File: src/shared/thermal_limits_pkg.sv
// Package: register map, field positions, reset values and encodings of the thermal readout block.
// Assumes an 8-bit register port driven by an SMBus front end outside this block.
package thermal_limits_pkg;
  localparam logic [7:0] ADDR_LOCAL_TEMP      = 8'h00;
  localparam logic [7:0] ADDR_REM_SIGNED_HI   = 8'h01;
  localparam logic [7:0] ADDR_LOCAL_HIGH      = 8'h05;
  localparam logic [7:0] ADDR_REM_HIGH_HI     = 8'h07;
  localparam logic [7:0] ADDR_REM_LOW_HI      = 8'h08;
  localparam logic [7:0] ADDR_REM_SIGNED_LO   = 8'h10;
  localparam logic [7:0] ADDR_OFFSET_HI       = 8'h11;
  localparam logic [7:0] ADDR_OFFSET_LO       = 8'h12;
  localparam logic [7:0] ADDR_REM_HIGH_LO     = 8'h13;
  localparam logic [7:0] ADDR_REM_LOW_LO      = 8'h14;
  localparam logic [7:0] ADDR_CRIT_LIMIT      = 8'h19;
  localparam logic [7:0] ADDR_CRIT_HYST       = 8'h21;
  localparam logic [7:0] ADDR_BETA_COMP       = 8'h30;
  localparam logic [7:0] ADDR_REM_UNSIGNED_HI = 8'h31;
  localparam logic [7:0] ADDR_REM_UNSIGNED_LO = 8'h32;
  localparam logic [7:0] ADDR_FAN_COUNT_LO    = 8'h46;
  localparam logic [7:0] ADDR_FAN_COUNT_HI    = 8'h47;
  localparam logic [7:0] ADDR_FAN_LIMIT_LO    = 8'h48;
  localparam logic [7:0] ADDR_FAN_LIMIT_HI    = 8'h49;
  localparam logic [7:0] ADDR_FILTER_MODE     = 8'hbf;

  localparam logic [7:0] RST_LOCAL_HIGH   = 8'h46;
  localparam logic [7:0] RST_REM_HIGH_HI  = 8'h55;
  localparam logic [7:0] RST_ZERO         = 8'h00;
  localparam logic [7:0] RST_FAN_LIMIT    = 8'hff;
  localparam logic [7:0] RST_CRIT_LIMIT   = 8'h6e;
  localparam logic [6:0] RST_CRIT_HYST    = 7'h0a;
  localparam logic       RST_BETA_ENABLE  = 1'b1;

  localparam int BETA_BIT       = 1;
  localparam int FILTER_LSB     = 1;
  localparam int CMP_MODE_BIT   = 0;
  localparam int FRAC_MSB       = 7;
  localparam int FRAC_LSB       = 5;
  localparam logic [7:0] HI_FRAC_MASK = 8'he0;
  localparam logic [7:0] FAN_LO_MASK  = 8'hfc;

  typedef enum logic [1:0] {
    EDGE_RESERVED = 2'h0,
    EDGE_TWO      = 2'h1,
    EDGE_THREE    = 2'h2,
    EDGE_FIVE     = 2'h3
  } edge_select_e;

  typedef enum logic [1:0] {
    FILTER_OFF  = 2'h0,
    FILTER_MIN1 = 2'h1,
    FILTER_MIN2 = 2'h2,
    FILTER_MAX  = 2'h3
  } filter_level_e;

  localparam logic [2:0] SCALE_FOUR = 3'h4;
  localparam logic [2:0] SCALE_TWO  = 3'h2;
  localparam logic [2:0] SCALE_ONE  = 3'h1;
endpackage

File: src/hdl/thermal_readout_limit_registers.sv
// Result and limit registers of a remote/local temperature monitor with fan tach input.
// Assumes an SMBus front end giving one-cycle read and write strobes with an 8-bit address,
// and a converter that pulses convDone with a fresh raw remote and local sample.
`timescale 1ns/1ps
module thermal_readout_limit_registers
  import thermal_limits_pkg::*;
#(
  parameter int COUNT_W = 14
) (
  input  wire logic        core_clk,
  input  wire logic        rst_n,
  input  wire logic        clkEn,
  input  wire logic [7:0]  regAddr,
  input  wire logic [7:0]  regWdata,
  input  wire logic        regWrite,
  input  wire logic        regRead,
  output logic      [7:0]  regRdata_ff,
  input  wire logic        convDone,
  input  wire logic [7:0]  rawDieTemp,
  input  wire logic [12:0] rawRemoteTemp,
  input  wire logic        tachIn,
  input  wire logic        countTick,
  input  wire logic [1:0]  pulse_edge_select,
  input  wire logic        fastPwmClock,
  input  wire logic        unsigned_format_select,
  input  wire logic        extended_resolution_enable,
  input  wire logic        critOverride,
  input  wire logic        alarmClear,
  output logic             die_high_alarm,
  output logic             remote_upper_alarm,
  output logic             remote_lower_alarm,
  output logic             remote_critical_alarm,
  output logic             fanSlowAlarm,
  output logic             alertActive,
  output logic             critical_shutdown_pin,
  output logic             beta_comp_enable,
  output logic [1:0]       filter_level_select
);
  logic [7:0]         localTemp_ff;
  logic [12:0]        remoteTemp_ff;
  logic [7:0]         localHigh_ff;
  logic [10:0]        remoteHigh_ff;
  logic [10:0]        remoteLow_ff;
  logic [10:0]        offset_ff;
  logic [7:0]         critLimit_ff;
  logic               critLocked_ff;
  logic [6:0]         critHyst_ff;
  logic               betaEnable_ff;
  logic [1:0]         filterSel_ff;
  logic               cmpMode_ff;
  logic [COUNT_W-1:0] fanLimit_ff;
  logic [7:0]         fanHiFrozen_ff;
  logic [COUNT_W-1:0] periodCount;
  logic               periodValid;
  logic [4:0]         alarmLatch_ff;
  logic               critActive_ff;
  logic               convSeen_ff;
  logic [4:0]         latchMask;
  logic [13:0]        offsetSum;
  logic [12:0]        nxt_remoteTemp;
  logic [10:0]        remote11;
  logic [10:0]        critExt;
  logic [10:0]        critReleaseExt;
  logic               remAboveHigh;
  logic               remBelowLow;
  logic               remAboveCrit;
  logic               remBelowRelease;
  logic               dieAbove;
  logic [4:0]         liveCond;
  logic               filterOn;
  logic [1:0]         signedLow2;
  logic [1:0]         unsignedLow2;
  logic [7:0]         nxt_rdata;

  fan_edge_counter #(
    .COUNT_W (COUNT_W)
  ) u_fanCount (
    .core_clk       (core_clk),
    .rst_n          (rst_n),
    .clkEn          (clkEn),
    .tachIn         (tachIn),
    .countTick      (countTick),
    .edgeSelect     (pulse_edge_select),
    .fastPwmClock   (fastPwmClock),
    .periodCount_ff (periodCount),
    .periodValid_ff (periodValid)
  );

  // Offset is added at eighth-degree weight; the two finest raw bits pass through
  assign offsetSum      = {rawRemoteTemp[12], rawRemoteTemp} + {offset_ff[10], offset_ff, 2'b00};
  assign nxt_remoteTemp = offsetSum[12:0];
  assign remote11       = remoteTemp_ff[12:2];
  assign filterOn       = filterSel_ff != FILTER_OFF;

  // Critical limit scaled to 11-bit reading format, fraction zero
  assign critExt        = {critLimit_ff, 3'b000};
  assign critReleaseExt = critExt - {1'b0, critHyst_ff, 3'b000};

  limit_compare #(.W(11)) u_cmpHigh (
    .valueIn      (remote11),
    .limitIn      (remoteHigh_ff),
    .unsignedMode (unsigned_format_select),
    .above        (remAboveHigh),
    .below        ()
  );
  limit_compare #(.W(11)) u_cmpLow (
    .valueIn      (remote11),
    .limitIn      (remoteLow_ff),
    .unsignedMode (1'b0),
    .above        (),
    .below        (remBelowLow)
  );
  limit_compare #(.W(11)) u_cmpCrit (
    .valueIn      (remote11),
    .limitIn      (critExt),
    .unsignedMode (unsigned_format_select),
    .above        (remAboveCrit),
    .below        ()
  );
  limit_compare #(.W(11)) u_cmpRelease (
    .valueIn      (remote11),
    .limitIn      (critReleaseExt),
    .unsignedMode (unsigned_format_select),
    .above        (),
    .below        (remBelowRelease)
  );
  limit_compare #(.W(8)) u_cmpDie (
    .valueIn      (localTemp_ff),
    .limitIn      (localHigh_ff),
    .unsignedMode (1'b0),
    .above        (dieAbove),
    .below        ()
  );

  assign liveCond = {dieAbove, remAboveHigh, remBelowLow, remAboveCrit, periodCount > fanLimit_ff};

  // Conversion results captured together so limits see one consistent sample
  always_ff @(posedge core_clk) begin
    if (!rst_n) begin
      localTemp_ff  <= RST_ZERO;
      remoteTemp_ff <= '0;
    end else if (clkEn && convDone) begin
      localTemp_ff  <= rawDieTemp;
      remoteTemp_ff <= nxt_remoteTemp;
    end
  end

  // Compares see a new sample one cycle after convDone, so latching waits for it
  always_ff @(posedge core_clk) begin
    if (!rst_n) begin
      convSeen_ff <= 1'b0;
    end else if (clkEn) begin
      convSeen_ff <= convDone;
    end
  end

  // Temperature alarms latch per conversion, fan alarm per fan sample; set wins over clear
  assign latchMask = {{4{convSeen_ff}}, periodValid};

  always_ff @(posedge core_clk) begin
    if (!rst_n) begin
      alarmLatch_ff <= '0;
    end else if (clkEn) begin
      alarmLatch_ff <= (alarmClear ? liveCond : alarmLatch_ff) | (liveCond & latchMask);
    end
  end

  always_ff @(posedge core_clk) begin
    if (!rst_n) begin
      critActive_ff <= 1'b0;
    end else if (clkEn) begin
      if (remAboveCrit) begin
        critActive_ff <= 1'b1;
      end else if (remBelowRelease) begin
        critActive_ff <= 1'b0;
      end
    end
  end

  assign fanSlowAlarm          = alarmLatch_ff[0];
  assign remote_critical_alarm = alarmLatch_ff[1];
  assign remote_lower_alarm    = alarmLatch_ff[2];
  assign remote_upper_alarm    = alarmLatch_ff[3];
  assign die_high_alarm        = alarmLatch_ff[4];
  assign critical_shutdown_pin = critActive_ff;
  assign alertActive           = cmpMode_ff ? (|liveCond) : (|alarmLatch_ff);
  assign beta_comp_enable      = betaEnable_ff;
  assign filter_level_select   = filterSel_ff;

  // Host-writable limits and controls
  always_ff @(posedge core_clk) begin
    if (!rst_n) begin
      localHigh_ff  <= RST_LOCAL_HIGH;
      remoteHigh_ff <= {RST_REM_HIGH_HI, 3'b000};
      remoteLow_ff  <= '0;
      offset_ff     <= '0;
      critLimit_ff  <= RST_CRIT_LIMIT;
      critLocked_ff <= 1'b0;
      critHyst_ff   <= RST_CRIT_HYST;
      betaEnable_ff <= RST_BETA_ENABLE;
      filterSel_ff  <= FILTER_OFF;
      cmpMode_ff    <= 1'b0;
      fanLimit_ff   <= '1;
    end else if (clkEn && regWrite) begin
      unique case (regAddr)
        ADDR_LOCAL_HIGH:   localHigh_ff <= regWdata;
        ADDR_REM_HIGH_HI:  remoteHigh_ff[10:3] <= regWdata;
        ADDR_REM_HIGH_LO:  remoteHigh_ff[2:0] <= regWdata[FRAC_MSB:FRAC_LSB];
        ADDR_REM_LOW_HI:   remoteLow_ff[10:3] <= regWdata;
        ADDR_REM_LOW_LO:   remoteLow_ff[2:0] <= regWdata[FRAC_MSB:FRAC_LSB];
        ADDR_OFFSET_HI:    offset_ff[10:3] <= regWdata;
        ADDR_OFFSET_LO:    offset_ff[2:0] <= regWdata[FRAC_MSB:FRAC_LSB];
        ADDR_CRIT_LIMIT: begin
          // Without override only the first write lands; later ones are dropped
          if (critOverride || !critLocked_ff) begin
            critLimit_ff  <= regWdata;
            critLocked_ff <= ~critOverride;
          end
        end
        ADDR_CRIT_HYST:    critHyst_ff <= regWdata[6:0];
        ADDR_BETA_COMP:    betaEnable_ff <= regWdata[BETA_BIT];
        ADDR_FILTER_MODE: begin
          filterSel_ff <= regWdata[FILTER_LSB+1:FILTER_LSB];
          cmpMode_ff   <= regWdata[CMP_MODE_BIT];
        end
        ADDR_FAN_LIMIT_HI: fanLimit_ff[COUNT_W-1:6] <= regWdata;
        ADDR_FAN_LIMIT_LO: fanLimit_ff[5:0] <= regWdata[7:2];
        default: ;
      endcase
    end
  end

  // Low byte read latches the high half so a 16-bit read is coherent
  always_ff @(posedge core_clk) begin
    if (!rst_n) begin
      fanHiFrozen_ff <= RST_FAN_LIMIT;
    end else if (clkEn && regRead && regAddr == ADDR_FAN_COUNT_LO) begin
      fanHiFrozen_ff <= periodCount[COUNT_W-1:6];
    end
  end

  // Extended resolution without filtering flags readings over 127.0 and any with the sign bit set
  assign signedLow2   = filterOn ? (extended_resolution_enable ? remoteTemp_ff[1:0] : 2'b00)
                      : ((extended_resolution_enable && !remoteTemp_ff[12] && remoteTemp_ff[11:5] == 7'h7f
                          && remoteTemp_ff[4:2] != 3'h0) || (extended_resolution_enable && remoteTemp_ff[12])
                          ? 2'b11 : 2'b00);
  assign unsignedLow2 = filterOn ? remoteTemp_ff[1:0] : 2'b00;

  always_comb begin
    nxt_rdata = RST_ZERO;
    unique case (regAddr)
      ADDR_LOCAL_TEMP:      nxt_rdata = localTemp_ff;
      ADDR_REM_SIGNED_HI:   nxt_rdata = remoteTemp_ff[12:5];
      ADDR_REM_SIGNED_LO:   nxt_rdata = {remoteTemp_ff[4:2], signedLow2, 3'b000};
      ADDR_REM_UNSIGNED_HI: nxt_rdata = remoteTemp_ff[12:5];
      ADDR_REM_UNSIGNED_LO: nxt_rdata = {remoteTemp_ff[4:2], unsignedLow2, 3'b000};
      ADDR_LOCAL_HIGH:      nxt_rdata = localHigh_ff;
      ADDR_REM_HIGH_HI:     nxt_rdata = remoteHigh_ff[10:3];
      ADDR_REM_HIGH_LO:     nxt_rdata = {remoteHigh_ff[2:0], 5'h00} & HI_FRAC_MASK;
      ADDR_REM_LOW_HI:      nxt_rdata = remoteLow_ff[10:3];
      ADDR_REM_LOW_LO:      nxt_rdata = {remoteLow_ff[2:0], 5'h00};
      ADDR_OFFSET_HI:       nxt_rdata = offset_ff[10:3];
      ADDR_OFFSET_LO:       nxt_rdata = {offset_ff[2:0], 5'h00};
      ADDR_CRIT_LIMIT:      nxt_rdata = critLimit_ff;
      ADDR_CRIT_HYST:       nxt_rdata = {1'b0, critHyst_ff};
      ADDR_BETA_COMP:       nxt_rdata = {6'h00, betaEnable_ff, 1'b0};
      ADDR_FILTER_MODE:     nxt_rdata = {5'h00, filterSel_ff, cmpMode_ff};
      ADDR_FAN_COUNT_LO:    nxt_rdata = {periodCount[5:0], pulse_edge_select} ;
      ADDR_FAN_COUNT_HI:    nxt_rdata = fanHiFrozen_ff;
      ADDR_FAN_LIMIT_HI:    nxt_rdata = fanLimit_ff[COUNT_W-1:6];
      ADDR_FAN_LIMIT_LO:    nxt_rdata = {fanLimit_ff[5:0], 2'b11} & FAN_LO_MASK | 8'h03;
      default:              nxt_rdata = RST_ZERO;
    endcase
  end

  always_ff @(posedge core_clk) begin
    if (!rst_n) begin
      regRdata_ff <= RST_ZERO;
    end else if (clkEn && regRead) begin
      regRdata_ff <= nxt_rdata;
    end
  end
endmodule // thermal_readout_limit_registers

File: src/hdl/fan_edge_counter.sv
// Fan period counter: counts clock ticks over a chosen number of tach edges and scales the result.
// Assumes tach input synchronous to core_clk and a tick enable from outside.
`timescale 1ns/1ps
module fan_edge_counter
  import thermal_limits_pkg::*;
#(
  parameter int COUNT_W = 14
) (
  input  wire logic               core_clk,
  input  wire logic               rst_n,
  input  wire logic               clkEn,
  input  wire logic               tachIn,
  input  wire logic               countTick,
  input  wire logic [1:0]         edgeSelect,
  input  wire logic               fastPwmClock,
  output logic      [COUNT_W-1:0] periodCount_ff,
  output logic                    periodValid_ff
);
  logic               tachPrev_ff;
  logic [2:0]         edgeCnt_ff;
  logic [COUNT_W+1:0] tickCnt_ff;
  logic [2:0]         edgesNeeded;
  logic [2:0]         scale;
  logic               tachEdge;
  logic [COUNT_W+3:0] scaled;

  assign tachEdge = tachIn & ~tachPrev_ff;

  always_comb begin
    unique case (edge_select_e'(edgeSelect))
      EDGE_TWO:   begin edgesNeeded = 3'h2; scale = SCALE_FOUR; end
      EDGE_THREE: begin edgesNeeded = 3'h3; scale = SCALE_TWO;  end
      EDGE_FIVE:  begin edgesNeeded = 3'h5; scale = SCALE_ONE;  end
      EDGE_RESERVED: begin edgesNeeded = 3'h2; scale = SCALE_FOUR; end
    endcase
    if (fastPwmClock) begin
      scale = SCALE_ONE;
    end
  end

  assign scaled = {2'b00, tickCnt_ff} * {{(COUNT_W+1){1'b0}}, scale};

  always_ff @(posedge core_clk) begin
    if (!rst_n) begin
      tachPrev_ff    <= 1'b0;
      edgeCnt_ff     <= 3'h0;
      tickCnt_ff     <= '0;
      periodCount_ff <= '1;
      periodValid_ff <= 1'b0;
    end else if (clkEn) begin
      tachPrev_ff    <= tachIn;
      periodValid_ff <= 1'b0;
      if (tachEdge) begin
        if (edgeCnt_ff + 3'h1 >= edgesNeeded) begin
          // Saturate so a very slow fan reads full scale instead of wrapping
          periodCount_ff <= (|scaled[COUNT_W+3:COUNT_W]) ? '1 : scaled[COUNT_W-1:0];
          periodValid_ff <= 1'b1;
          edgeCnt_ff     <= 3'h1;
          tickCnt_ff     <= '0;
        end else begin
          edgeCnt_ff <= edgeCnt_ff + 3'h1;
        end
      end else if (countTick && edgeCnt_ff != 3'h0 && !(&tickCnt_ff)) begin
        tickCnt_ff <= tickCnt_ff + 1'b1;
      end
    end
  end
endmodule // fan_edge_counter

File: src/hdl/limit_compare.sv
// Signed or unsigned magnitude compare with greater-than and less-than outputs.
// Assumes both operands share one format chosen by the caller.
`timescale 1ns/1ps
module limit_compare #(
  parameter int W = 11
) (
  input  wire logic [W-1:0] valueIn,
  input  wire logic [W-1:0] limitIn,
  input  wire logic         unsignedMode,
  output logic              above,
  output logic              below
);
  logic [W:0] extValue;
  logic [W:0] extLimit;
  assign extValue = {~unsignedMode & valueIn[W-1], valueIn};
  assign extLimit = {~unsignedMode & limitIn[W-1], limitIn};
  assign above = $signed(extValue) > $signed(extLimit);
  assign below = $signed(extValue) < $signed(extLimit);
endmodule // limit_compare

File: config.mk
export PLATFORM = sky130hd
export DESIGN_NAME = thermal_readout_limit_registers
export DESIGN_NICKNAME = d
export VERILOG_FILES = /design/src/shared/thermal_limits_pkg.sv /design/src/hdl/thermal_readout_limit_registers.sv /design/src/hdl/fan_edge_counter.sv /design/src/hdl/limit_compare.sv
export SDC_FILE = /design/constraint.sdc
export NUM_CORES = 1
export LEC_CHECK = 0
export ABC_CLOCK_PERIOD_IN_PS = 9700
export BUFFER_PORTS_ARGS = -buffer_cell sky130_fd_sc_hd__buf_2
export CAP_MARGIN = 5
export CORE_MARGIN = 1
export CORE_UTILIZATION = 34
export DETAILED_ROUTE_END_ITERATION = 8
export HOLD_SLACK_MARGIN = 0.1
export PLACE_DENSITY = 0.53
export SLEW_MARGIN = 20
export SYNTH_ARGS = -nofsm -noshare
export SYNTH_HDL_FRONTEND = slang
export SYNTH_SLANG_ARGS = --single-unit
File: constraint.sdc
create_clock -name core_clk -period 9.7 [get_ports core_clk]
set_input_delay 0.97 -clock core_clk [delete_from_list [all_inputs] [get_ports core_clk]]
set_output_delay 0.97 -clock core_clk [all_outputs]
set_load 0.1 [all_outputs]
==> implementation parameters, run 1 <==
Parameter                              Value

Outcome
  Outcome ... finished with violations
  Failing checks ... design-rule violations

Timing
  Max transition margin ... 32.2%
  Maximum operating frequency ... 213 MHz
  Total Negative Setup Slacks ... 0 ns
  Period utilisation layout ... 48.3%
  Period minus WS final ... 4.69 ns
  Worst clock skew on the final layout ... 0.0185 ns
  Setup repair after global routing missed its margin ... false
  Number of pins exceeding their max-slew limit in the final report ... 0
  Setup Viol. Count Final ... 0
  Hold violation count in the final report ... 0
  Worst-Margin Slew ... 1.01 ns

Power
  VDD IR-drop max ... 0.0891 mV
  PD cells ... 125 nW/µm²
  Total leakage power ... 5.47 nW

Global routing
  Initial antenna violation count ... 0
  First-pass GRT wire length ... 52.9 mm
  Largest net degree at the start of global routing ... 85
  Global Route Usage Sum ... 21.2%
  Via count of the first global-routing pass ... 9040
  Remaining global-route overflow ... 0

Logic synthesis
  Net Count, Synth ... 1495
  Register area share after synthesis ... 28.7%
  Primary flip-flop cell chosen by synthesis mapping ... sky130_fd_sc_hd__dfxtp_1
  Synthesis-stage register bit count ... 154
  Warning count from the yosys run ... 0
  Gate Count Post-Synth ... 1327
  Library cell with the largest summed area after synthesis ... sky130_fd_sc_hd__dfxtp_1
  Synth top area share ... 28.7%
  Count of flip-flops with a built-in enable after synthesis ... 0
  Post-synthesis async set-or-reset flop share ... 0%
  Mapped Area ... 10800 µm²
  Cell variety after synth ... 85
  Avg Inst Size Synth ... 8.10 µm²
  Cell types occupying the most area after synthesis ... sky130_fd_sc_hd__dfxtp_1, sky130_fd_sc_hd__ha_1, sky130_fd_sc_hd__nand2_1, sky130_fd_sc_hd__mux2i_1, sky130_fd_sc_hd__a21oi_1

Die
  Core Footprint ... 30800 µm²
  Die width ... 180 µm
  Floorplan die height ... 180 µm
  Starting Density ... 34.9%
  Cell Rows ... 64
  Num ports ... 70
  Total die area ... 32300 µm²

Final layout
  Antenna cells ... 0
  Relative area change from synthesis to final layout ... 10.4%
  Share of layout cells above drive strength 1 ... 10.1%
  Number of nets at the end of the flow ... 1521
  Most frequent standard cell in the layout excluding fill and tap cells ... sky130_fd_sc_hd__nand2_1
  Post-route cell area ... 11900 µm²
  Commonest cells after routing, fill and taps aside ... sky130_fd_sc_hd__nand2_1, sky130_fd_sc_hd__dfxtp_1, sky130_fd_sc_hd__inv_1

CTS
  Clock tree from TritonCTS ... built
  Clock sink total ... 154
  Setup bufs post-CTS ... 0
  Post-cts repair resize count ... 0
  Latest clock arrival within the worst-skew pair ... 0.44 ns
  Number of CTS-inserted buffers ... 17
  Max Buffers Root-to-Sink ... 2
  Buffer type at the clock tree root ... sky130_fd_sc_hd__clkbuf_16
  Total of hold buffers inserted after clock tree synthesis ... 0
  H-tree Lvls ... 4
  Reg clk slew, reported paths ... 0.07 ns

Worst setup path
  Largest fanout on the critical path ... 16
  Critical setup path kind ... in -> reg
  Data required time at the worst endpoint ... 10.01 ns
  Data arrival, critical path ... 5.00 ns
  Type of element capturing the critical path ... flop
  Launching element type of the critical path ... input pin

Routing
  DR pass1 iterations ... 7
  Mean number of vias per cell ... 5.44
  Detailed Route WL ... 34.0 mm
  Iter 0 DRT Violations ... 736
  Via Count ... 9584
  Number of DRC violations after detailed routing ... 4
  WL/cell ... 19.3 µm
  Post-route antenna net violation count ... 0

Placement
  Routability-driven placement congestion ratio ... 0.880
  Buffers on Ports ... 69
  Area after DPL ... 11300 µm²
  Hpwl dp ... 26.1 mm

Flow run
  Number of max-cap violations ... 0

Hold path
  Type of the tightest min-delay check ... reg -> reg
[flip-flops by register name, summed over array words and instances (netlist names), 3 cells and up]
| register | cells |
|---|---|
| u_fanCount.tickCnt_ff | 16 |
| fanLimit_ff | 14 |
| u_fanCount.periodCount_ff | 14 |
| remoteTemp_ff | 13 |
| offset_ff | 11 |
| remoteHigh_ff | 11 |
| remoteLow_ff | 11 |
| critLimit_ff | 8 |
| fanHiFrozen_ff | 8 |
| localHigh_ff | 8 |
| localTemp_ff | 8 |
| regRdata_ff | 8 |
| critHyst_ff | 7 |
| alarmLatch_ff | 5 |
| u_fanCount.edgeCnt_ff | 3 |
[layout make-up]
class	count	area, µm²
multi-input cells	997	6940
flip-flops and latches	154	3080
inverters	109	409
clock buffers	18	429
clock inverters	14	129
fillers	3160	19000
well taps	396	495
repair buffers	74	383
[worst max-delay path, cell delays in order]
cell                        delay [ns]
sky130_fd_sc_hd__buf_2            0.13
sky130_fd_sc_hd__nor2_1           0.74
sky130_fd_sc_hd__and2_1           0.26
sky130_fd_sc_hd__fa_1             0.40
sky130_fd_sc_hd__ha_1             0.25
sky130_fd_sc_hd__fa_1             0.42
sky130_fd_sc_hd__a21o_1           0.21
sky130_fd_sc_hd__a311o_1          0.42
sky130_fd_sc_hd__nand4b_2         0.14
sky130_fd_sc_hd__a211oi_1         0.09
sky130_fd_sc_hd__a311oi_2         0.28
sky130_fd_sc_hd__nand4bb_2        0.38
sky130_fd_sc_hd__o22a_1           0.30
[path summary, 6_finish.rpt]
| path | start | to | slack (ns) | cells past startpoint |
|---|---|---|---|---|
| hold / removal | critHyst_ff[2] | critHyst_ff[2] | 0.45 | 2 |
| setup / recovery | pulse_edge_select[1] | u_fanCount.periodCount_ff[4] | 5.01 | 13 |
| setup reg to reg | u_fanCount.tickCnt_ff[2] | u_fanCount.periodCount_ff[4] | 5.88 | 11 |
| hold reg to reg | critHyst_ff[2] | critHyst_ff[2] | 0.45 | 2 |
[kinds of logic (layout without fill, tap and decap cells)]
| group | after synthesis | in the layout | synth area share, % |
|---|---|---|---|
| AND/OR/NAND/NOR | 489 | 489 | 22.4 |
| AO/OA/AOI/OAI | 284 | 284 | 17.6 |
| buffers and inverters | 176 | 215 | 6.85 |
| flip-flops | 154 | 154 | 28.7 |
| adder cells (fa/ha/maj) | 116 | 116 | 14.7 |
| multiplexers | 67 | 67 | 6.38 |
| XOR/XNOR | 41 | 41 | 3.34 |
[metal layers]
| layer | vias up | part of all wire [%] | track usage [%] |
|---|---|---|---|
| met5 | - | 0 | 0 |
| met4 | 0 | 2.0 | 6.62 |
| met3 | 38 | 6.0 | 3.20 |
| met2 | 266 | 44 | 33.0 |
| met1 | 4568 | 48 | 30.0 |
| li1 | 4712 | - | - |
[stage by stage]
step / std cells / setup slack (ns) / hold slack, ns / utilization (%) / power [mW]
after floorplan: 1327 / 5.21 / 0.432 / - / 0.783
after global placement: 1730 / 4.62 / 0.441 / 36.7 / 0.841
after detailed placement: 1730 / 4.54 / 0.445 / 36.7 / 0.842
after CTS: 1762 / 4.97 / 0.453 / 38.5 / 1.49
after global routing: 1762 / 4.63 / 0.471 / 38.5 / 1.54
final: 1762 / 5.01 / 0.453 / 38.5 / 1.48
[Yosys cell counts (4+ instances only)]
library cell               instances
sky130_fd_sc_hd__a22oi_1          21
sky130_fd_sc_hd__a31oi_1           4
sky130_fd_sc_hd__and3_1            6
sky130_fd_sc_hd__nor2_1           94
sky130_fd_sc_hd__a21oi_1          82
sky130_fd_sc_hd__nand3_1          43
sky130_fd_sc_hd__dfxtp_1         154
sky130_fd_sc_hd__mux2i_1          64
sky130_fd_sc_hd__buf_2            10
sky130_fd_sc_hd__clkbuf_1         40
sky130_fd_sc_hd__nor2b_1          18
sky130_fd_sc_hd__a32oi_1           4
sky130_fd_sc_hd__ha_1             99
sky130_fd_sc_hd__nor4_1            8
sky130_fd_sc_hd__o21ai_0          38
sky130_fd_sc_hd__o21ai_1           8
sky130_fd_sc_hd__and2_1           20
sky130_fd_sc_hd__or3_1             7
sky130_fd_sc_hd__xor2_1           28
sky130_fd_sc_hd__a221oi_1          5
sky130_fd_sc_hd__and4_1            4
sky130_fd_sc_hd__a222oi_1          4
sky130_fd_sc_hd__fa_1             17
sky130_fd_sc_hd__a21o_1           21
sky130_fd_sc_hd__buf_1             7
sky130_fd_sc_hd__nor3_1           14
sky130_fd_sc_hd__xnor2_1          13
sky130_fd_sc_hd__o22ai_1           6
sky130_fd_sc_hd__nand4_1          26
sky130_fd_sc_hd__o21a_1           10
sky130_fd_sc_hd__nand2_1         200
sky130_fd_sc_hd__inv_1           109
sky130_fd_sc_hd__o22a_1           15
sky130_fd_sc_hd__buf_6             7
sky130_fd_sc_hd__o211ai_1         23
sky130_fd_sc_hd__nand2b_1         14
sky130_fd_sc_hd__a211oi_1         10
[where the power goes]
part	switching, mW	total [mW]	internal (mW)
sequential	0.0170	0.660	0.643
clock	0.311	0.650	0.338
combinational	0.116	0.169	0.0526
total	0.445	1.48	1.03
Power figures use the tool's default switching activity.
==> inputs of run 2 (changes only) <==
Settings changed: ABC_CLOCK_PERIOD_IN_PS 9700 to 4300, PLACE_DENSITY 0.53 to 0.55.
Clock period 9.7 ns to 4.3 ns, I/O delays scaled along.
==> run 2 against run 1 <==
The run still ends with design-rule violations left. Sequential power grew 130%. First-iteration DRC count shrank 0.27%. Worst hold slack lost 0.25 ns. Cell count grew 0.23%. Sequential cell count is the same. Global-route usage is essentially flat. Total power grew 130%. Combinational power grew 130%. Worst setup slack lost 4.5 ns. Core utilization grew 0.17 points. Routed wire length shrank 0.29%.
==> implementation parameters, run 2 (synthesized netlist as in run 1, its figures left out) <==
Parameter                              Value

Outcome
  Outcome ... finished with violations
  Failing checks ... design-rule violations

Worst setup path
  Critical setup path kind ... in -> reg
  Peak per-stage delay on the critical path ... 0.44 ns
  Capture instance of the worst register-to-register path ... u_fanCount.periodCount_ff[5]
  Register-to-Register Setup Slack ... 0.69 ns
  Highest-delay cell along the critical path ... sky130_fd_sc_hd__nor3b_1
  Launching element type of the critical path ... input pin
  Most frequent CP cell ... sky130_fd_sc_hd__fa_1
  Critical-path cell list ... buf_2, nor3b_1, and2_1, fa_1, ha_1, fa_1, a21o_1, a311o_1, nand4b_2, a211oi_1, a311oi_2, nand4bb_2, o22a_1
  Data required time at the worst endpoint ... 4.63 ns
  Data arrival, critical path ... 4.12 ns
  Source of the critical timing path ... pulse_edge_select[1]
  FF-to-FF path depth ... 11
  Largest fanout on the critical path ... 14
  Type of element capturing the critical path ... flop
  Startpoint of the worst register-to-register path ... u_fanCount.tickCnt_ff[1]

Power
  Gate power share ... 11.3%
  Net switching power ... 0.974 mW
  Total leakage power ... 5.49 nW
  VDD IR-drop max ... 0.266 mV
  Total power of the final layout ... 3.42 mW
  Proportion of power drawn by the clock network ... 45.2%
  PD cells ... 287 nW/µm²
  Switching fraction of total power ... 28.5%
  Part of the total power dissipated in sequential elements ... 43.5%
  Internal portion of total power ... 2.44 mW

Hold path
  Hold path depth ... 2
  Type of the tightest min-delay check ... in -> reg
  End point of the most critical hold path ... critLocked_ff
  Hold_sp ... critOverride

Die
  Num ports ... 70
  Floorplan die height ... 180 µm
  Cell Rows ... 64
  Die width ... 180 µm
  Starting Density ... 34.9%
  Core Footprint ... 30800 µm²
  Total die area ... 32300 µm²

CTS
  Total of hold buffers inserted after clock tree synthesis ... 0
  Latest clock arrival within the worst-skew pair ... 0.45 ns
  Setup bufs post-CTS ... 0
  Post-cts repair resize count ... 0
  Max Buffers Root-to-Sink ... 2
  Number of CTS-inserted buffers ... 17
  Clock tree from TritonCTS ... built
  Clock sink total ... 154
  H-tree Lvls ... 4
  Reg clk slew, reported paths ... 0.06 ns
  Buffer type at the clock tree root ... sky130_fd_sc_hd__clkbuf_16

Placement
  Hpwl dp ... 25.9 mm
  Buffers on Ports ... 69
  Routability-driven placement congestion ratio ... 0.946

Final layout
  Max FFs per register ... 16
  Largest registers ranked by flip-flop count ... u_fanCount.tickCnt_ff x16, fanLimit_ff x14, u_fanCount.periodCount_ff x14
  Antenna cells ... 0
  Most frequent standard cell in the layout excluding fill and tap cells ... sky130_fd_sc_hd__nand2_1
  Storage cell area ... 3080 µm²
  Largest register by flop count ... u_fanCount.tickCnt_ff
  Fill count ... 3171
  Number of nets at the end of the flow ... 1525
  Share of layout cells above drive strength 1 ... 10.3%
  Area of the multi-input gates ... 6940 µm²
  Commonest cells after routing, fill and taps aside ... sky130_fd_sc_hd__nand2_1, sky130_fd_sc_hd__dfxtp_1, sky130_fd_sc_hd__inv_1
  Relative area change from synthesis to final layout ... 10.9%

Timing
  Maximum operating frequency ... 264 MHz
  Period minus WS final ... 3.79 ns
  Total Negative Setup Slacks ... 0 ns
  Final hold slack ... 0.201 ns
  Worst clock skew on the final layout ... 0.0111 ns
  Period utilisation layout ... 88.0%
  Number of pins exceeding their max-slew limit in the final report ... 0
  Setup repair after global routing missed its margin ... false
  Max transition margin ... 33.6%
  Hold violation count in the final report ... 0
  Setup Viol. Count Final ... 0
  Worst-Margin Slew ... 0.986 ns

Global routing
  Remaining global-route overflow ... 0
  Global Route Usage Sum ... 21.2%
  Initial antenna violation count ... 0
  Via count of the first global-routing pass ... 9070
  First-pass GRT wire length ... 53.0 mm
  Largest net degree at the start of global routing ... 84

Routing
  Detailed Route WL ... 33.9 mm
  Via Count ... 9615
  Mean number of vias per cell ... 5.44
  DR pass1 iterations ... 9
  Number of DRC violations after detailed routing ... 5
  WL/cell ... 19.2 µm
  Iter 0 DRT Violations ... 734
  Post-route antenna net violation count ... 0

Flow run
  Number of max-cap violations ... 0
## run 2: changes by cell type in the layout (fill, tap and decap cells not counted), moves of 2 or more
cell / change
sky130_fd_sc_hd__buf_4: +4
sky130_fd_sc_hd__bufinv_16: +2
sky130_fd_sc_hd__clkinvlp_4: +3
sky130_fd_sc_hd__clkinv_4: -4
sky130_fd_sc_hd__inv_8: -4
sky130_fd_sc_hd__clkinv_2: +2
## run 2: how the worst max path moves through the flow
stage               cells after the start  slack, ns                            end
floorplan                              14       0.35   u_fanCount.periodCount_ff[7]
global placement                       13       0.15  u_fanCount.periodCount_ff[11]
detailed placement                     13       0.09   u_fanCount.periodCount_ff[3]
CTS                                    13       0.53   u_fanCount.periodCount_ff[5]
global route                           14       0.17  u_fanCount.periodCount_ff[11]
finish                                 13       0.51   u_fanCount.periodCount_ff[5]
## run 2: area by class of cell
class / count / share of cell area (%)
repair buffers: 78 / 3.46
multi-input cells: 997 / 58.2
flip-flops and latches: 154 / 25.9
clock buffers: 19 / 3.72
clock inverters: 13 / 1.19
well taps: 396 / 4.16
inverters: 109 / 3.43
## run 2: power groups by stage
| stage | clock, mW | combinational [mW] | sequential [mW] |
|---|---|---|---|
| after floorplan | 0 | 0.244 | 1.52 |
| after global placement | 0 | 0.377 | 1.52 |
| after detailed placement | 0 | 0.382 | 1.52 |
| after CTS | 1.57 | 0.384 | 1.49 |
| after global routing | 1.63 | 0.422 | 1.49 |
| final | 1.54 | 0.386 | 1.49 |
## run 2: critical path: cells and delay by family
kind | cells | cell delay [ns]
compound gates | 5 | 1.28
fa+ha+maj | 3 | 1.10
buf+inv | 1 | 0.13
simple gates | 4 | 1.17
## run 2: per-stage QoR
| step | instances | worst slack [ns] | instance area (µm²) | util [%] |
|---|---|---|---|---|
| 2_1_floorplan | 1327 | 0.351 | 10800 | - |
| 3_3_place_gp | 1734 | 0.152 | 11300 | 36.8 |
| 3_5_place_dp | 1734 | 0.0889 | 11300 | 36.8 |
| 4_1_cts | 1766 | 0.533 | 11900 | 38.7 |
| 5_1_grt | 1766 | 0.175 | 11900 | 38.7 |
| 6_report | 1766 | 0.514 | 11900 | 38.7 |
## run 2: per-layer routing
layer	up-vias	global-route usage, %	part of all wire (%)
met1	4561	29.3	47
met4	0	6.03	1.8
met2	290	33.2	44
met3	43	4.40	7.6
li1	4721	-	-
met5	-	0	0
==> inputs of run 3 (changes only) <==
==> constraint.sdc (replaced) <==
create_clock -name core_clk -period 4.3 [get_ports core_clk]
set_input_delay 0.43 -clock core_clk [delete_from_list [all_inputs] [get_ports core_clk]]
set_output_delay 0.43 -clock core_clk [all_outputs]
set_load 0.005 [all_outputs]
==> run 3 against run 2 <==
The run still ends with design-rule violations left. Total power shrank 1.7%. Fmax shrank 0.90%. Global-route usage hardly changed. Sequential cell count unchanged. Sequential power about the same. Largest cell class unchanged.
==> implementation parameters, run 3 (synthesized netlist as in run 1, its figures left out) <==
Parameter                              Value

Die
  Floorplan die height ... 180 µm
  Die width ... 180 µm
  Core Footprint ... 30800 µm²
  Total die area ... 32300 µm²
  Starting Density ... 34.9%
  Num ports ... 70
  Cell Rows ... 64

Final layout
  Relative area change from synthesis to final layout ... 10.8%
  Max FFs per register ... 16
  Largest registers ranked by flip-flop count ... u_fanCount.tickCnt_ff x16, fanLimit_ff x14, u_fanCount.periodCount_ff x14
  Largest register by flop count ... u_fanCount.tickCnt_ff
  Commonest cells after routing, fill and taps aside ... sky130_fd_sc_hd__nand2_1, sky130_fd_sc_hd__dfxtp_1, sky130_fd_sc_hd__inv_1
  Fill count ... 3170
  Share of layout cells above drive strength 1 ... 10.1%
  Post-route cell area ... 11900 µm²
  Number of nets at the end of the flow ... 1524
  Most frequent standard cell in the layout excluding fill and tap cells ... sky130_fd_sc_hd__nand2_1

Global routing
  Via count of the first global-routing pass ... 9088
  Global Route Usage Sum ... 21.2%
  Remaining global-route overflow ... 0
  Global Route met3 Usage ... 4.72%
  First-pass GRT wire length ... 53.0 mm
  Met2 Usage GRT ... 33.3%
  Met1 track demand over resource in global routing ... 29.1%
  Initial antenna violation count ... 0
  Largest net degree at the start of global routing ... 84
  GR peak layer ... met2

CTS
  Clock tree from TritonCTS ... built
  H-tree Lvls ... 4
  Reg clk slew, reported paths ... 0.06 ns
  Latest clock arrival within the worst-skew pair ... 0.44 ns
  Clock sink total ... 154
  Max Buffers Root-to-Sink ... 2
  Post-cts repair resize count ... 0
  Buffer type at the clock tree root ... sky130_fd_sc_hd__clkbuf_16
  Total of hold buffers inserted after clock tree synthesis ... 0
  Setup bufs post-CTS ... 0
  Number of CTS-inserted buffers ... 17

Placement
  Hpwl dp ... 25.9 mm
  Buffers on Ports ... 69
  Worst Setup Slack post-DPL ... 0.0643 ns
  Area after DPL ... 11300 µm²
  Routability-driven placement congestion ratio ... 0.951

Hold path
  Type of the tightest min-delay check ... in -> reg

Power
  VDD IR-drop max ... 0.264 mV
  Proportion of power drawn by the clock network ... 45.4%
  Total power of the final layout ... 3.36 mW
  Switching fraction of total power ... 27.0%
  Net switching power ... 0.908 mW
  Gate power share ... 10.3%
  PD cells ... 282 nW/µm²
  Internal portion of total power ... 2.45 mW
  Total leakage power ... 5.50 nW
  Part of the total power dissipated in sequential elements ... 44.4%

Timing
  Setup repair after global routing missed its margin ... false
  Maximum operating frequency ... 262 MHz
  Max transition margin ... 35.6%
  Worst clock skew on the final layout ... 0.0156 ns
  Number of pins exceeding their max-slew limit in the final report ... 0
  Final worst-path setup slack ... 0.480 ns
  Total Negative Setup Slacks ... 0 ns
  Hold violation count in the final report ... 0
  Setup Viol. Count Final ... 0
  Worst-Margin Slew ... 0.957 ns
  Period utilisation layout ... 88.8%
  Period minus WS final ... 3.82 ns

Outcome
  Failing checks ... design-rule violations
  Outcome ... finished with violations

Worst setup path
  Data required time at the worst endpoint ... 4.62 ns
  Most frequent CP cell ... sky130_fd_sc_hd__fa_1
  Critical-path cell list ... buf_2, nor3b_1, and2_1, fa_1, ha_1, fa_1, a21o_1, a311o_1, nand4b_2, a211oi_1, a311oi_2, nand4bb_2, o22a_1
  Worst path buffer plus inverter count ... 1
  Data arrival, critical path ... 4.14 ns
  Register-to-Register Setup Slack ... 0.65 ns
  Type of element capturing the critical path ... flop
  Largest fanout on the critical path ... 14
  Highest-delay cell along the critical path ... sky130_fd_sc_hd__nor3b_1
  Kind of cell with the highest combined delay on the critical path ... compound AO/OA/AOI/OAI gates
  Launching element type of the critical path ... input pin
  Critical setup path kind ... in -> reg
  Peak per-stage delay on the critical path ... 0.43 ns

Routing
  Mean number of vias per cell ... 5.45
  Post-route antenna net violation count ... 0
  Via Count ... 9612
  Detailed Route WL ... 33.8 mm
  DR pass1 iterations ... 8
  Iter 0 DRT Violations ... 699
  WL/cell ... 19.2 µm
  Number of DRC violations after detailed routing ... 10

Flow run
  Number of max-cap violations ... 0
## run 3: cell types whose count changed in the layout (fill, tap and decap cells not counted)
cell / change
sky130_fd_sc_hd__clkinvlp_4: -4
sky130_fd_sc_hd__clkbuf_8: +1
sky130_fd_sc_hd__diode_2: +1
sky130_fd_sc_hd__clkinv_4: +3
sky130_fd_sc_hd__buf_4: -1
sky130_fd_sc_hd__inv_6: -2
## run 3: per-stage QoR
step	std cells	hold WS [ns]	utilization (%)
finish	1764	0.203	38.6
global route	1763	0.216	38.6
CTS	1763	0.187	38.6
detailed placement	1733	0.449	36.7
global placement	1733	0.440	36.7
floorplan	1327	0.432	-
## run 3: metal layers
layer  vias up  share of wire, %
met5         -                 0
met4         0               1.7
met3        33               8.0
met2       293                44
met1      4557                46
li1       4729                 -
## run 3: worst reg2reg max path, cell delays in order, from the launching register on
cell	delay, ns
sky130_fd_sc_hd__dfxtp_1	0.43
sky130_fd_sc_hd__and2_1	0.18
sky130_fd_sc_hd__fa_1	0.43
sky130_fd_sc_hd__ha_1	0.25
sky130_fd_sc_hd__fa_1	0.42
sky130_fd_sc_hd__a21o_1	0.22
sky130_fd_sc_hd__a311o_1	0.43
sky130_fd_sc_hd__nand4b_2	0.14
sky130_fd_sc_hd__a211oi_1	0.09
sky130_fd_sc_hd__a311oi_2	0.27
sky130_fd_sc_hd__nand4bb_2	0.38
sky130_fd_sc_hd__o22a_1	0.30
## run 3: final timing paths
kind,start,endpoint,cells after the start
worst min register to register,critHyst_ff[2],critHyst_ff[2],2
worst max-delay path,pulse_edge_select[1],u_fanCount.periodCount_ff[2],13
worst max register to register,u_fanCount.tickCnt_ff[1],u_fanCount.periodCount_ff[2],11
worst min-delay path,critOverride,critLocked_ff,2
## run 3: cell type report
type,count,area (µm²),share of cell area (%)
Multi-Input combinational cell,997,6940,58.2
Sequential cell,154,3080,25.9
Tap cell,396,495,4.16
Clock buffer,20,457,3.84
Inverter,109,409,3.44
Timing Repair Buffer,77,405,3.40
Clock inverter,10,120,1.01
Antenna cell,1,2.50,0.0210
## run 3: power groups by stage
stage | sequential (mW) | clock [mW] | combinational [mW]
floorplan | 1.50 | 0 | 0.229
global placement | 1.52 | 0 | 0.337
detailed placement | 1.52 | 0 | 0.341
CTS | 1.49 | 1.55 | 0.344
global route | 1.49 | 1.61 | 0.385
finish | 1.49 | 1.52 | 0.345
